$ cat src/aosrch_pkg.sv
/*
  Shared constants and types for the axis origin search block: register
  offsets, reset values, error flag positions, sequence codes and timing.
  Assumes one 200 MHz clock and a servo update derived from it by a divider.
*/
package aosrch_pkg;
  localparam int ADDR_W = 8;
  localparam int DATA_W = 32;
  localparam int POS_W = 32;
  localparam int SEL_W = 5;
  localparam int IN_N = 16;
  localparam int ERR_W = 12;
  localparam int IRQ_W = 3;

  // Register byte offsets
  localparam logic [ADDR_W-1:0] REG_SEQ = 8'h00;
  localparam logic [ADDR_W-1:0] REG_HOME_SEL = 8'h04;
  localparam logic [ADDR_W-1:0] REG_CREEP = 8'h08;
  localparam logic [ADDR_W-1:0] REG_SPEED = 8'h0c;
  localparam logic [ADDR_W-1:0] REG_RAMP = 8'h10;
  localparam logic [ADDR_W-1:0] REG_FE_BOUND = 8'h14;
  localparam logic [ADDR_W-1:0] REG_STATUS = 8'h18;
  localparam logic [ADDR_W-1:0] REG_DEMAND = 8'h1c;
  localparam logic [ADDR_W-1:0] REG_MEASURED = 8'h20;
  localparam logic [ADDR_W-1:0] REG_ERR_FLAGS = 8'h24;
  localparam logic [ADDR_W-1:0] REG_IRQ_STAT = 8'h28;
  localparam logic [ADDR_W-1:0] REG_IRQ_CLR = 8'h2c;
  localparam logic [ADDR_W-1:0] REG_IRQ_EN = 8'h30;

  // Reset values
  localparam logic [DATA_W-1:0] CREEP_RST = 32'h0000_0010;
  localparam logic [DATA_W-1:0] SPEED_RST = 32'h0000_0100;
  localparam logic [DATA_W-1:0] RAMP_RST = 32'h0000_0004;
  localparam logic [DATA_W-1:0] FE_BOUND_RST = 32'h0000_1000;
  localparam logic [7:0] SEL_RST = 8'h00;

  // Sequence codes and selector range
  localparam logic [7:0] SEQ_CLEAR = 8'h00;
  localparam logic [7:0] SEQ_Z_FWD = 8'h01;
  localparam logic [7:0] SEQ_Z_REV = 8'h02;
  localparam logic [7:0] SEQ_SW_FWD = 8'h03;
  localparam logic [7:0] SEQ_SW_REV = 8'h04;
  localparam logic [7:0] SEQ_SWZ_FWD = 8'h05;
  localparam logic [7:0] SEQ_SWZ_REV = 8'h06;
  localparam logic [7:0] SEQ_MAX = SEQ_SWZ_REV;
  localparam logic [7:0] SEL_MAX = 8'h1f;

  // Axis error flag positions
  localparam int ERR_FE_WARN = 1;
  localparam int ERR_COMMS = 2;
  localparam int ERR_DRIVE = 3;
  localparam int ERR_FOLLOWING_ERROR_BOUND = 8;
  localparam int ERR_CANCEL = 11;
  localparam logic [ERR_W-1:0] ERR_CLEAR_MASK = 12'h90e;

  // Interrupt status positions
  localparam int IRQ_DONE = 0;
  localparam int IRQ_REJECT = 1;
  localparam int IRQ_CANCEL = 2;

  // Servo update period
  localparam int CLK_PERIOD_PS = 5000;
  localparam int SERVO_PERIOD_NS = 1000;
  localparam int SERVO_DIV = (SERVO_PERIOD_NS * 1000) / CLK_PERIOD_PS;

  typedef enum {ST_IDLE, ST_FAST, ST_CREEP_OFF, ST_CREEP_Z, ST_ZERO, ST_STOP} aosrch_state_t;

  typedef struct packed {
    logic feedhold_n;
    logic fwd_jog_n;
    logic rev_jog_n;
    logic fwd_lim_n;
    logic rev_lim_n;
  } aosrch_sw_t;

  typedef struct packed {
    logic wr;
    logic rd;
    logic [ADDR_W-1:0] addr;
    logic [DATA_W-1:0] wdata;
  } aosrch_bus_t;
endpackage

$ cat src/aosrch_home_sel.sv
/*
  Home switch selector: picks one of 32 inputs, 16 shared unit inputs and
  16 drive inputs of this axis, and reports the switch as asserted when low.
  Assumes inputs are synchronous to the clock.
*/
`timescale 1ns/1ps
module aosrch_home_sel #(
  parameter int N = aosrch_pkg::IN_N
) (
  input wire logic clk,
  input wire logic arst_n,
  input wire logic [aosrch_pkg::SEL_W-1:0] sel,
  input wire logic [N-1:0] unit_in,
  input wire logic [N-1:0] drv_in,
  output logic home_active
);
  logic home_next;

  // Low half selects the shared inputs, high half the drive inputs
  function automatic logic pick(input logic [aosrch_pkg::SEL_W-1:0] s,
                                input logic [2*N-1:0] all_in);
    pick = all_in[s];
  endfunction

  always_comb begin
    home_next = ~pick(sel, {drv_in, unit_in});
  end

  always_ff @(posedge clk or negedge arst_n) begin
    if (!arst_n) begin
      home_active <= 1'b0;
    end else begin
      home_active <= home_next;
    end
  end

  chk_home_low_level: assert property (@(posedge clk) disable iff (!arst_n)
    home_active == ~$past(pick(sel, {drv_in, unit_in})))
    else $error("home switch not active-low");
endmodule

$ cat src/aosrch_ramp.sv
/*
  Velocity ramp: on each servo update the velocity steps toward the target
  by at most the ramp rate. Assumes a one-cycle update enable.
*/
`timescale 1ns/1ps
module aosrch_ramp #(
  parameter int W = aosrch_pkg::POS_W
) (
  input wire logic clk,
  input wire logic arst_n,
  input wire logic tick,
  input wire logic signed [W-1:0] target,
  input wire logic signed [W-1:0] rate,
  output logic signed [W-1:0] vel
);
  logic signed [W-1:0] vel_next;

  function automatic logic signed [W-1:0] step_to(input logic signed [W-1:0] cur,
                                                  input logic signed [W-1:0] tgt,
                                                  input logic signed [W-1:0] stp);
    if (cur < tgt) begin
      step_to = (tgt - cur > stp) ? cur + stp : tgt;
    end else begin
      step_to = (cur - tgt > stp) ? cur - stp : tgt;
    end
  endfunction

  always_comb begin
    vel_next = tick ? step_to(vel, target, rate) : vel;
  end

  always_ff @(posedge clk or negedge arst_n) begin
    if (!arst_n) begin
      vel <= '0;
    end else begin
      vel <= vel_next;
    end
  end

  chk_ramp_on_tick: assert property (@(posedge clk) disable iff (!arst_n)
    !$past(tick) |-> $stable(vel))
    else $error("velocity changed between updates");
endmodule

$ cat src/aosrch_top.sv
/*
  Origin search sequencer for one axis: six search sequences plus an error
  clear, demand position integration, error flags and a level interrupt.
  Assumes a plain register port, synchronous switch and index inputs, and
  an encoder count that the drive supplies each cycle.
*/
// The placing of the registers and the strobed register port were left to the implementer.
`timescale 1ns/1ps
module aosrch_top #(
  parameter int SERVO_DIV = aosrch_pkg::SERVO_DIV
) (
  input wire logic I_CLOCK,
  input wire logic I_ARST_N,
  input wire aosrch_pkg::aosrch_bus_t I_BUS,
  input wire aosrch_pkg::aosrch_sw_t I_SWITCHES_N,
  input wire logic [aosrch_pkg::IN_N-1:0] I_UNIT_IN,
  input wire logic [aosrch_pkg::IN_N-1:0] I_DRV_IN,
  input wire logic [aosrch_pkg::POS_W-1:0] I_ENC_POS,
  input wire logic I_ENC_INDEX,
  input wire logic I_DRV_COMMS_ERR,
  input wire logic I_DRV_FAULT,
  output logic [aosrch_pkg::DATA_W-1:0] O_RDATA,
  output logic O_IRQ,
  output logic O_BUSY,
  output logic signed [aosrch_pkg::POS_W-1:0] O_VEL_CMD,
  output logic signed [aosrch_pkg::POS_W-1:0] O_DEMAND_POS
);
  localparam int PW = aosrch_pkg::POS_W;
  localparam int DW = aosrch_pkg::DATA_W;
  localparam int EW = aosrch_pkg::ERR_W;
  localparam int IW = aosrch_pkg::IRQ_W;
  localparam logic [15:0] DIV_LAST = 16'(SERVO_DIV - 1);

  aosrch_pkg::aosrch_state_t state_reg, state_next;
  logic [7:0] seq_reg, seq_next, sel_reg, sel_next;
  logic dir_fwd_reg, dir_fwd_next;
  logic [DW-1:0] creep_reg, creep_next, speed_reg, speed_next;
  logic [DW-1:0] ramp_reg, ramp_next, bound_reg, bound_next;
  logic signed [PW-1:0] demand_reg, demand_next, offset_reg, offset_next;
  logic [EW-1:0] err_reg, err_next, err_cause;
  logic [IW-1:0] irq_stat_reg, irq_stat_next, irq_en_reg, irq_en_next, irq_evt;
  logic irq_reg, irq_next, busy_reg, busy_next, idx_q_reg;
  logic [DW-1:0] rdata_reg, rdata_next;
  logic [15:0] div_cnt_reg, div_cnt_next;
  logic tick_reg, tick_next;

  logic home_active, idx_rise, wr_seq, seq_ok, sel_ok, start_ok, clear_ok;
  logic fwd_lim, rev_lim, hold, limit_hit, stop_done;
  logic signed [PW-1:0] measured, fe, fe_abs, vel, target;
  logic [4:0] sw_on;

  aosrch_home_sel u_home_sel (
    .clk(I_CLOCK),
    .arst_n(I_ARST_N),
    .sel(sel_reg[aosrch_pkg::SEL_W-1:0]),
    .unit_in(I_UNIT_IN),
    .drv_in(I_DRV_IN),
    .home_active(home_active)
  );

  aosrch_ramp u_ramp (
    .clk(I_CLOCK),
    .arst_n(I_ARST_N),
    .tick(tick_reg),
    .target(target),
    .rate($signed(ramp_reg)),
    .vel(vel)
  );

  // Servo update enable
  always_comb begin
    div_cnt_next = (div_cnt_reg == DIV_LAST) ? 16'h0000 : div_cnt_reg + 16'h0001;
    tick_next = (div_cnt_reg == DIV_LAST);
  end

  // Inputs are active low so a broken wire looks asserted
  always_comb begin
    sw_on = ~I_SWITCHES_N;
    hold = ~I_SWITCHES_N.feedhold_n;
    fwd_lim = ~I_SWITCHES_N.fwd_lim_n;
    rev_lim = ~I_SWITCHES_N.rev_lim_n;
    idx_rise = I_ENC_INDEX & ~idx_q_reg;
    measured = $signed(I_ENC_POS) + offset_reg;
    fe = demand_reg - measured;
    fe_abs = fe[PW-1] ? -fe : fe;
    wr_seq = I_BUS.wr && (I_BUS.addr == aosrch_pkg::REG_SEQ);
    seq_ok = I_BUS.wdata[7:0] <= aosrch_pkg::SEQ_MAX;
    sel_ok = sel_reg <= aosrch_pkg::SEL_MAX;
    clear_ok = wr_seq && (I_BUS.wdata[7:0] == aosrch_pkg::SEQ_CLEAR);
    start_ok = wr_seq && seq_ok && sel_ok && !clear_ok && (state_reg == aosrch_pkg::ST_IDLE);
    limit_hit = (dir_fwd_reg ? fwd_lim : rev_lim) &&
                (state_reg inside {aosrch_pkg::ST_FAST, aosrch_pkg::ST_CREEP_OFF,
                                   aosrch_pkg::ST_CREEP_Z});
    stop_done = (vel == '0);
  end

  // Target velocity: feedhold forces zero; else fast phase uses demand speed, both creep phases creep, other states zero
  always_comb begin
    target = '0;
    if (!hold) begin
      if (state_reg == aosrch_pkg::ST_FAST) begin
        target = dir_fwd_reg ? $signed(speed_reg) : -$signed(speed_reg);
      end else if (state_reg inside {aosrch_pkg::ST_CREEP_OFF, aosrch_pkg::ST_CREEP_Z}) begin
        target = dir_fwd_reg ? $signed(creep_reg) : -$signed(creep_reg);
      end
    end
  end

  // Search sequencer
  always_comb begin
    state_next = state_reg;
    seq_next = seq_reg;
    dir_fwd_next = dir_fwd_reg;
    case (state_reg)
      aosrch_pkg::ST_IDLE: begin
        if (start_ok) begin
          seq_next = I_BUS.wdata[7:0];
          case (I_BUS.wdata[7:0])
            aosrch_pkg::SEQ_Z_FWD: begin
              state_next = aosrch_pkg::ST_CREEP_Z;
              dir_fwd_next = 1'b1;
            end
            aosrch_pkg::SEQ_Z_REV: begin
              state_next = aosrch_pkg::ST_CREEP_Z;
              dir_fwd_next = 1'b0;
            end
            aosrch_pkg::SEQ_SW_FWD, aosrch_pkg::SEQ_SWZ_FWD: begin
              state_next = aosrch_pkg::ST_FAST;
              dir_fwd_next = 1'b1;
            end
            default: begin
              state_next = aosrch_pkg::ST_FAST;
              dir_fwd_next = 1'b0;
            end
          endcase
        end
      end
      aosrch_pkg::ST_FAST: begin
        if (limit_hit) begin
          state_next = aosrch_pkg::ST_STOP;
        end else if (home_active) begin
          state_next = aosrch_pkg::ST_CREEP_OFF;
          dir_fwd_next = !dir_fwd_reg;
        end
      end
      aosrch_pkg::ST_CREEP_OFF: begin
        if (limit_hit) begin
          state_next = aosrch_pkg::ST_STOP;
        end else if (!home_active) begin
          if (seq_reg == aosrch_pkg::SEQ_SWZ_FWD || seq_reg == aosrch_pkg::SEQ_SWZ_REV) begin
            state_next = aosrch_pkg::ST_CREEP_Z;
          end else begin
            state_next = aosrch_pkg::ST_ZERO;
          end
        end
      end
      aosrch_pkg::ST_CREEP_Z: begin
        if (limit_hit) begin
          state_next = aosrch_pkg::ST_STOP;
        end else if (idx_rise) begin
          state_next = aosrch_pkg::ST_ZERO;
        end
      end
      aosrch_pkg::ST_ZERO: begin
        state_next = aosrch_pkg::ST_STOP;
      end
      default: begin
        if (stop_done) begin
          state_next = aosrch_pkg::ST_IDLE;
        end
      end
    endcase
    busy_next = (state_next != aosrch_pkg::ST_IDLE);
  end

  // Demand position and measured offset; zeroing keeps the following error
  always_comb begin
    demand_next = demand_reg;
    offset_next = offset_reg;
    if (state_reg == aosrch_pkg::ST_ZERO) begin
      demand_next = '0;
      offset_next = offset_reg - demand_reg;
    end else if (clear_ok) begin
      demand_next = measured;
    end else if (tick_reg) begin
      demand_next = demand_reg + vel;
    end
  end

  // Error flags: a present cause re-sets a bit, so set wins over clear
  always_comb begin
    err_cause = '0;
    err_cause[aosrch_pkg::ERR_FE_WARN] = fe_abs > $signed(bound_reg >> 1);
    err_cause[aosrch_pkg::ERR_COMMS] = I_DRV_COMMS_ERR;
    err_cause[aosrch_pkg::ERR_DRIVE] = I_DRV_FAULT;
    err_cause[aosrch_pkg::ERR_FOLLOWING_ERROR_BOUND] = fe_abs > $signed(bound_reg);
    err_cause[aosrch_pkg::ERR_CANCEL] = limit_hit;
    err_next = err_reg;
    if (clear_ok) begin
      err_next = err_reg & ~aosrch_pkg::ERR_CLEAR_MASK;
    end
    err_next = err_next | err_cause;
  end

  // Interrupt status, clear and enable
  always_comb begin
    irq_evt = '0;
    irq_evt[aosrch_pkg::IRQ_DONE] = (state_reg == aosrch_pkg::ST_STOP) && stop_done;
    irq_evt[aosrch_pkg::IRQ_REJECT] = wr_seq && !clear_ok && !start_ok;
    irq_evt[aosrch_pkg::IRQ_CANCEL] = limit_hit;
    irq_stat_next = irq_stat_reg;
    if (I_BUS.wr && I_BUS.addr == aosrch_pkg::REG_IRQ_CLR) begin
      irq_stat_next = irq_stat_reg & ~I_BUS.wdata[IW-1:0];
    end
    irq_stat_next = irq_stat_next | irq_evt;
    irq_next = |(irq_stat_next & irq_en_next);
  end

  // Register writes; seq and clear offsets only trigger actions
  always_comb begin
    sel_next = sel_reg;
    creep_next = creep_reg;
    speed_next = speed_reg;
    ramp_next = ramp_reg;
    bound_next = bound_reg;
    irq_en_next = irq_en_reg;
    if (I_BUS.wr) begin
      if (I_BUS.addr == aosrch_pkg::REG_HOME_SEL) begin
        sel_next = I_BUS.wdata[7:0];
      end else if (I_BUS.addr == aosrch_pkg::REG_CREEP) begin
        creep_next = I_BUS.wdata;
      end else if (I_BUS.addr == aosrch_pkg::REG_SPEED) begin
        speed_next = I_BUS.wdata;
      end else if (I_BUS.addr == aosrch_pkg::REG_RAMP) begin
        ramp_next = I_BUS.wdata;
      end else if (I_BUS.addr == aosrch_pkg::REG_FE_BOUND) begin
        bound_next = I_BUS.wdata;
      end else if (I_BUS.addr == aosrch_pkg::REG_IRQ_EN) begin
        irq_en_next = I_BUS.wdata[IW-1:0];
      end
    end
  end

  // Read data valid only in the cycle after the strobe; unmapped reads zero
  always_comb begin
    rdata_next = '0;
    if (I_BUS.rd) begin
      if (I_BUS.addr == aosrch_pkg::REG_SEQ) begin
        rdata_next = {24'h000000, seq_reg};
      end else if (I_BUS.addr == aosrch_pkg::REG_HOME_SEL) begin
        rdata_next = {24'h000000, sel_reg};
      end else if (I_BUS.addr == aosrch_pkg::REG_CREEP) begin
        rdata_next = creep_reg;
      end else if (I_BUS.addr == aosrch_pkg::REG_SPEED) begin
        rdata_next = speed_reg;
      end else if (I_BUS.addr == aosrch_pkg::REG_RAMP) begin
        rdata_next = ramp_reg;
      end else if (I_BUS.addr == aosrch_pkg::REG_FE_BOUND) begin
        rdata_next = bound_reg;
      end else if (I_BUS.addr == aosrch_pkg::REG_STATUS) begin
        rdata_next = {16'h0000, 1'b0, home_active, sw_on, seq_reg, busy_reg};
      end else if (I_BUS.addr == aosrch_pkg::REG_DEMAND) begin
        rdata_next = demand_reg;
      end else if (I_BUS.addr == aosrch_pkg::REG_MEASURED) begin
        rdata_next = measured;
      end else if (I_BUS.addr == aosrch_pkg::REG_ERR_FLAGS) begin
        rdata_next = {20'h00000, err_reg};
      end else if (I_BUS.addr == aosrch_pkg::REG_IRQ_STAT) begin
        rdata_next = {29'h0000000, irq_stat_reg};
      end else if (I_BUS.addr == aosrch_pkg::REG_IRQ_EN) begin
        rdata_next = {29'h0000000, irq_en_reg};
      end
    end
  end

  always_ff @(posedge I_CLOCK or negedge I_ARST_N) begin
    if (!I_ARST_N) begin
      state_reg <= aosrch_pkg::ST_IDLE;
      seq_reg <= aosrch_pkg::SEQ_CLEAR;
      sel_reg <= aosrch_pkg::SEL_RST;
      dir_fwd_reg <= 1'b1;
      creep_reg <= aosrch_pkg::CREEP_RST;
      speed_reg <= aosrch_pkg::SPEED_RST;
      ramp_reg <= aosrch_pkg::RAMP_RST;
      bound_reg <= aosrch_pkg::FE_BOUND_RST;
      demand_reg <= '0;
      offset_reg <= '0;
      err_reg <= '0;
      irq_stat_reg <= '0;
      irq_en_reg <= '0;
      irq_reg <= 1'b0;
      busy_reg <= 1'b0;
      rdata_reg <= '0;
      idx_q_reg <= 1'b0;
      div_cnt_reg <= '0;
      tick_reg <= 1'b0;
    end else begin
      state_reg <= state_next;
      seq_reg <= seq_next;
      sel_reg <= sel_next;
      dir_fwd_reg <= dir_fwd_next;
      creep_reg <= creep_next;
      speed_reg <= speed_next;
      ramp_reg <= ramp_next;
      bound_reg <= bound_next;
      demand_reg <= demand_next;
      offset_reg <= offset_next;
      err_reg <= err_next;
      irq_stat_reg <= irq_stat_next;
      irq_en_reg <= irq_en_next;
      irq_reg <= irq_next;
      busy_reg <= busy_next;
      rdata_reg <= rdata_next;
      idx_q_reg <= I_ENC_INDEX;
      div_cnt_reg <= div_cnt_next;
      tick_reg <= tick_next;
    end
  end

  always_comb begin
    O_RDATA = rdata_reg;
    O_IRQ = irq_reg;
    O_BUSY = busy_reg;
    O_VEL_CMD = vel;
    O_DEMAND_POS = demand_reg;
  end

  chk_reject_bad_seq: assert property (@(posedge I_CLOCK) disable iff (!I_ARST_N)
    (wr_seq && I_BUS.wdata[7:0] > aosrch_pkg::SEQ_MAX && state_reg == aosrch_pkg::ST_IDLE)
    |=> state_reg == aosrch_pkg::ST_IDLE && irq_stat_reg[aosrch_pkg::IRQ_REJECT])
    else $error("bad sequence number started motion");
  chk_reject_bad_sel: assert property (@(posedge I_CLOCK) disable iff (!I_ARST_N)
    (wr_seq && sel_reg > aosrch_pkg::SEL_MAX && state_reg == aosrch_pkg::ST_IDLE)
    |=> state_reg == aosrch_pkg::ST_IDLE)
    else $error("bad selector started motion");
  chk_busy_follows: assert property (@(posedge I_CLOCK) disable iff (!I_ARST_N)
    O_BUSY == (state_reg != aosrch_pkg::ST_IDLE))
    else $error("busy does not track the sequence");
  chk_zero_keeps_fe: assert property (@(posedge I_CLOCK) disable iff (!I_ARST_N)
    state_reg == aosrch_pkg::ST_ZERO ##1 $stable(I_ENC_POS)
    |-> demand_reg == '0 && fe == $past(fe))
    else $error("zeroing lost the following error");
  chk_stop_after_zero: assert property (@(posedge I_CLOCK) disable iff (!I_ARST_N)
    state_reg == aosrch_pkg::ST_ZERO |=> state_reg == aosrch_pkg::ST_STOP ##1
    state_reg != aosrch_pkg::ST_ZERO)
    else $error("no deceleration after zeroing");
  chk_seq0_copy: assert property (@(posedge I_CLOCK) disable iff (!I_ARST_N)
    (clear_ok && state_reg != aosrch_pkg::ST_ZERO) |=> demand_reg == $past(measured))
    else $error("clear did not copy measured position");
  chk_seq0_clears: assert property (@(posedge I_CLOCK) disable iff (!I_ARST_N)
    (clear_ok && err_cause == '0) |=> (err_reg & aosrch_pkg::ERR_CLEAR_MASK) == '0 &&
    state_reg == $past(state_reg))
    else $error("clear left flags set or moved the axis");
  chk_creep_speed: assert property (@(posedge I_CLOCK) disable iff (!I_ARST_N)
    (state_reg == aosrch_pkg::ST_CREEP_Z && !hold)
    |-> (target == $signed(creep_reg) || target == -$signed(creep_reg)))
    else $error("index search not at creep speed");
  chk_limit_cancel: assert property (@(posedge I_CLOCK) disable iff (!I_ARST_N)
    (limit_hit) |=> state_reg == aosrch_pkg::ST_STOP && err_reg[aosrch_pkg::ERR_CANCEL])
    else $error("limit did not cancel the search");
endmodule

$ cat config.mk
export PLATFORM = sky130hd
export DESIGN_NAME = aosrch_top
export DESIGN_NICKNAME = d
export VERILOG_FILES = /design/src/aosrch_pkg.sv /design/src/aosrch_home_sel.sv /design/src/aosrch_ramp.sv /design/src/aosrch_top.sv
export SDC_FILE = /design/constraint.sdc
export NUM_CORES = 2
export LEC_CHECK = 0
export BUFFER_PORTS_ARGS = -buffer_cell sky130_fd_sc_hd__buf_2
export CORE_UTILIZATION = 40
export DETAILED_ROUTE_END_ITERATION = 16
export GPL_TIMING_DRIVEN = 0
export PLACE_DENSITY = 0.65
export RECOVER_POWER = 100
export SYNTH_ARGS = -nofsm -noshare
export SYNTH_HDL_FRONTEND = slang
export SYNTH_HIERARCHICAL = 1
export SYNTH_SLANG_ARGS = --single-unit
$ cat constraint.sdc
create_clock -name I_CLOCK -period 6.85 [get_ports I_CLOCK]
set_input_delay 0.3425 -clock I_CLOCK [delete_from_list [all_inputs] [get_ports I_CLOCK]]
set_output_delay 0.3425 -clock I_CLOCK [all_outputs]
set_load 0.01 [all_outputs]
==> impl_results.md <==
- CP max FO: 10
- Core Util, Final: 49.5%
- Hold Crit Class: in2reg
- CP startpoint kind: flop
- Gate Count Post-Synth: 4062
- Fin crit share: 114%
- Routed Antenna Nets: 0
- Nets: 4960
- Initial Utilization: 40.4%
- Yosys cell types: between 100 and 150
- Worst Path Arrival: just over 8 ns
- Commonest non-fill, non-tap cells in the layout: ha_1, dfrtp_1, a21oi_1
- CP Buf/Inv Count: 3
- Worst slew margin: -186%
- Layout area overhead: 22.4%
- Drt initial violations: 2931
- RSZ-0062 raised after global routing: yes
- Drt total wl: 134000 µm
- Final hold viol count: 0
- First-pass GRT wire length: approximately 200000 µm
- Post-Syn Area: 33900 µm²
- Avg WL per Cell: 23.7 µm
- Met2 GRT Util: roughly half
- CP max stage cell: or4_4
- Outcome: complete, but fails checks
- TritonCTS clock tree: built
- Most common cell after layout, fill and taps aside: ha_1
- Core Area: roughly 84000 µm²
- Placement Cell Area: 36600 µm²
- Grt met3 use: 3.80%
- Post-synth top flop: dfrtp_1
- Die area: roughly 86000 µm²
- Final GP Congestion: 0.995
- Filler Cell Count: 8022
- DIE HEIGHT: 293 µm
- TritonCTS Buffers: 45
- Grt total ovfl: 0
- Via-to-Cell Ratio: 6.07
- GRT busiest layer: met2
- Ys Warns: 6
- Die outline width: 293 µm
- Initial antenna violation count: 13
- Final worst-path setup slack: -0.954 ns
- Clock skew: about 0.025 ns
- Ratio of cells with drive above 1 in the final layout: 19.7%
- FF+latch count, synth: between 300 and 400
- Fmax: 128 MHz
- Worst Setup End Kind: flop
- P_leak: 0.0181 µW
- Number of enable flip-flop cells after synthesis: 0
- Reg2reg path depth: 31
- Tmin final: 7.80 ns
- Avg Inst Size Synth: 8.35 µm²
- Worst path max stage delay: 0.59 ns
- Clk_lat worst skew: 0.60 ns
- DR vias: 34200
- Post-route cell area: 41500 µm²
- Pwr/cell area: 160 nW/µm²
- Worst Hold Depth: 2
- Largest net degree at the start of global routing: 116
- Critical path depth in cells: 31
- Syn nets: 4566
- Final setup viols: 34
- Row cnt: 106
- H-tree depth: 2
- Port buffer count: 212
- Max-cap violations: 4
- Crit path kind: reg2reg
- Worst-path clk slew: 0.07 ns
- Io pins: 214
- GRT met1 Usage: 38.6%
- Sink Count: 337
- Max-slew violations: 344
- Peak supply drop: ~0.16 mV
- CP top delay family: simple AND/OR/NAND/NOR gates
- Post-route DRC: 0
- Failing checks: capacitance limit, slew limit, setup timing
- 1st-pass router iterations: 8
- Worst-Margin Slew: 4.29 ns
- Clk root buf: clkbuf_16
- Post-detail-place hpwl: 105000 µm
- Worst EP required: roughly 7.3 ns
- Register area share after synthesis: 24.9%
- Post-synth ARST share: 100%
- Overall Global Routing Usage: 30.1%
- Bufs on Longest Clock Path: 3
- Vias in the first global route: around 33000
worst paths after layout:
kind	start	endpoint	slack (ns)
max	creep_reg[6]	u_ramp/vel[18]	-0.95
min	I_BUS[19]	bound_reg[19]	0.04
max reg2reg	creep_reg[6]	u_ramp/vel[18]	-0.95
min reg2reg	div_cnt_reg[15]	div_cnt_reg[15]	0.47
max in group asynchronous	I_ARST_N	offset_reg[1]	0.91
min in group asynchronous	I_ARST_N	offset_reg[26]	0.68
per-layer routing:
metal,vias to the layer above,part of all wire (%)
li1,15800,-
met2,1561,46
met1,16400,41
met4,10,5.6
met3,371,7.5
met5,-,0.048
repair_timing:
| item | in CTS | in global routing |
|---|---|---|
| hold buffers | 4 | 0 |
| gates resized for setup | 329 | 191 |
| hold endpoints to repair | 54 | 0 |
| setup buffers | 88 | 44 |
| setup endpoints to repair | 34 | 34 |
| gates cloned | 5 | 1 |
| pin swaps | 143 | 115 |
area by class of cell:
cell class / count / area (µm²) / share of cell area, %
multi-input cells: 3290 / 25900 / 62.5
flip-flops and latches: 337 / 8440 / 20.3
repair buffers: 355 / 2200 / 5.29
well taps: 1134 / 1420 / 3.42
clock buffers: 54 / 1260 / 3.04
inverters: 270 / 1020 / 2.45
plain buffers: 157 / 860 / 2.07
clock inverters: 30 / 367 / 0.883
diodes: 5 / 12.5 / 0.0301
cell families (layout without fill, tap and decap cells):
logic type,Yosys count,count (layout),share of synthesized area [%]
compound gates,1283,1283,25.3
xor+xnor,268,268,6.96
fa+ha+maj,388,388,14.5
buf+inv,436,866,4.96
flops,337,337,24.9
mux,186,186,6.15
other cells,0,5,0
simple gates,1164,1165,17.2
where the power goes:
group | total, µW | internal, µW | switching, µW
combinational | 1920 | 861 | 1060
sequential | 2110 | 2040 | 68.5
clock | 2610 | 1560 | 1050
through the flow:
stage	power, µW	hold slack (ns)	std cells	setup slack, ns	setup TNS [ns]
6_report	6640	0.0350	5632	-0.954	-27.40
5_1_grt	6880	0.0349	5628	-1.15	-34.54
4_1_cts	6510	0.0121	5589	-0.908	-25.39
3_5_place_dp	3620	0.214	5411	-2.83	-87.21
3_3_place_gp	3600	0.462	5408	-2.76	-574.19
2_1_floorplan	3190	0.0469	4062	-0.0149	-0.0153
Yosys cell counts (all sizes together), types with 10 or more instances:
cell type	n	area [µm²]
a2111oi	14	148
a211o	11	97.6
a211oi	60	455
a21boi	19	143
a21o	144	1080
a21oi	353	1770
a221o	10	100
a221oi	47	418
a22oi	25	193
a31oi	48	307
and2	57	363
and3	37	231
buf	35	175
clkbuf	131	492
dfrtp	332	8310
ha	380	4750
inv	268	1010
mux2	148	1670
mux2i	35	350
nand2	263	990
nand2b	43	269
nand3	82	410
nand4	53	332
nor2	299	1120
nor2b	71	444
nor3	97	497
nor3b	16	120
nor4	49	313
nor4b	13	114
o211ai	34	255
o21a	47	353
o21ai	209	1050
o21bai	30	225
o221ai	29	260
o22ai	51	319
o31ai	27	203
o41ai	14	168
or2	11	68.8
or3	22	139
or4	18	143
xnor2	170	1490
xor2	97	850
Note: power is estimated with default switching activity, not from simulation.
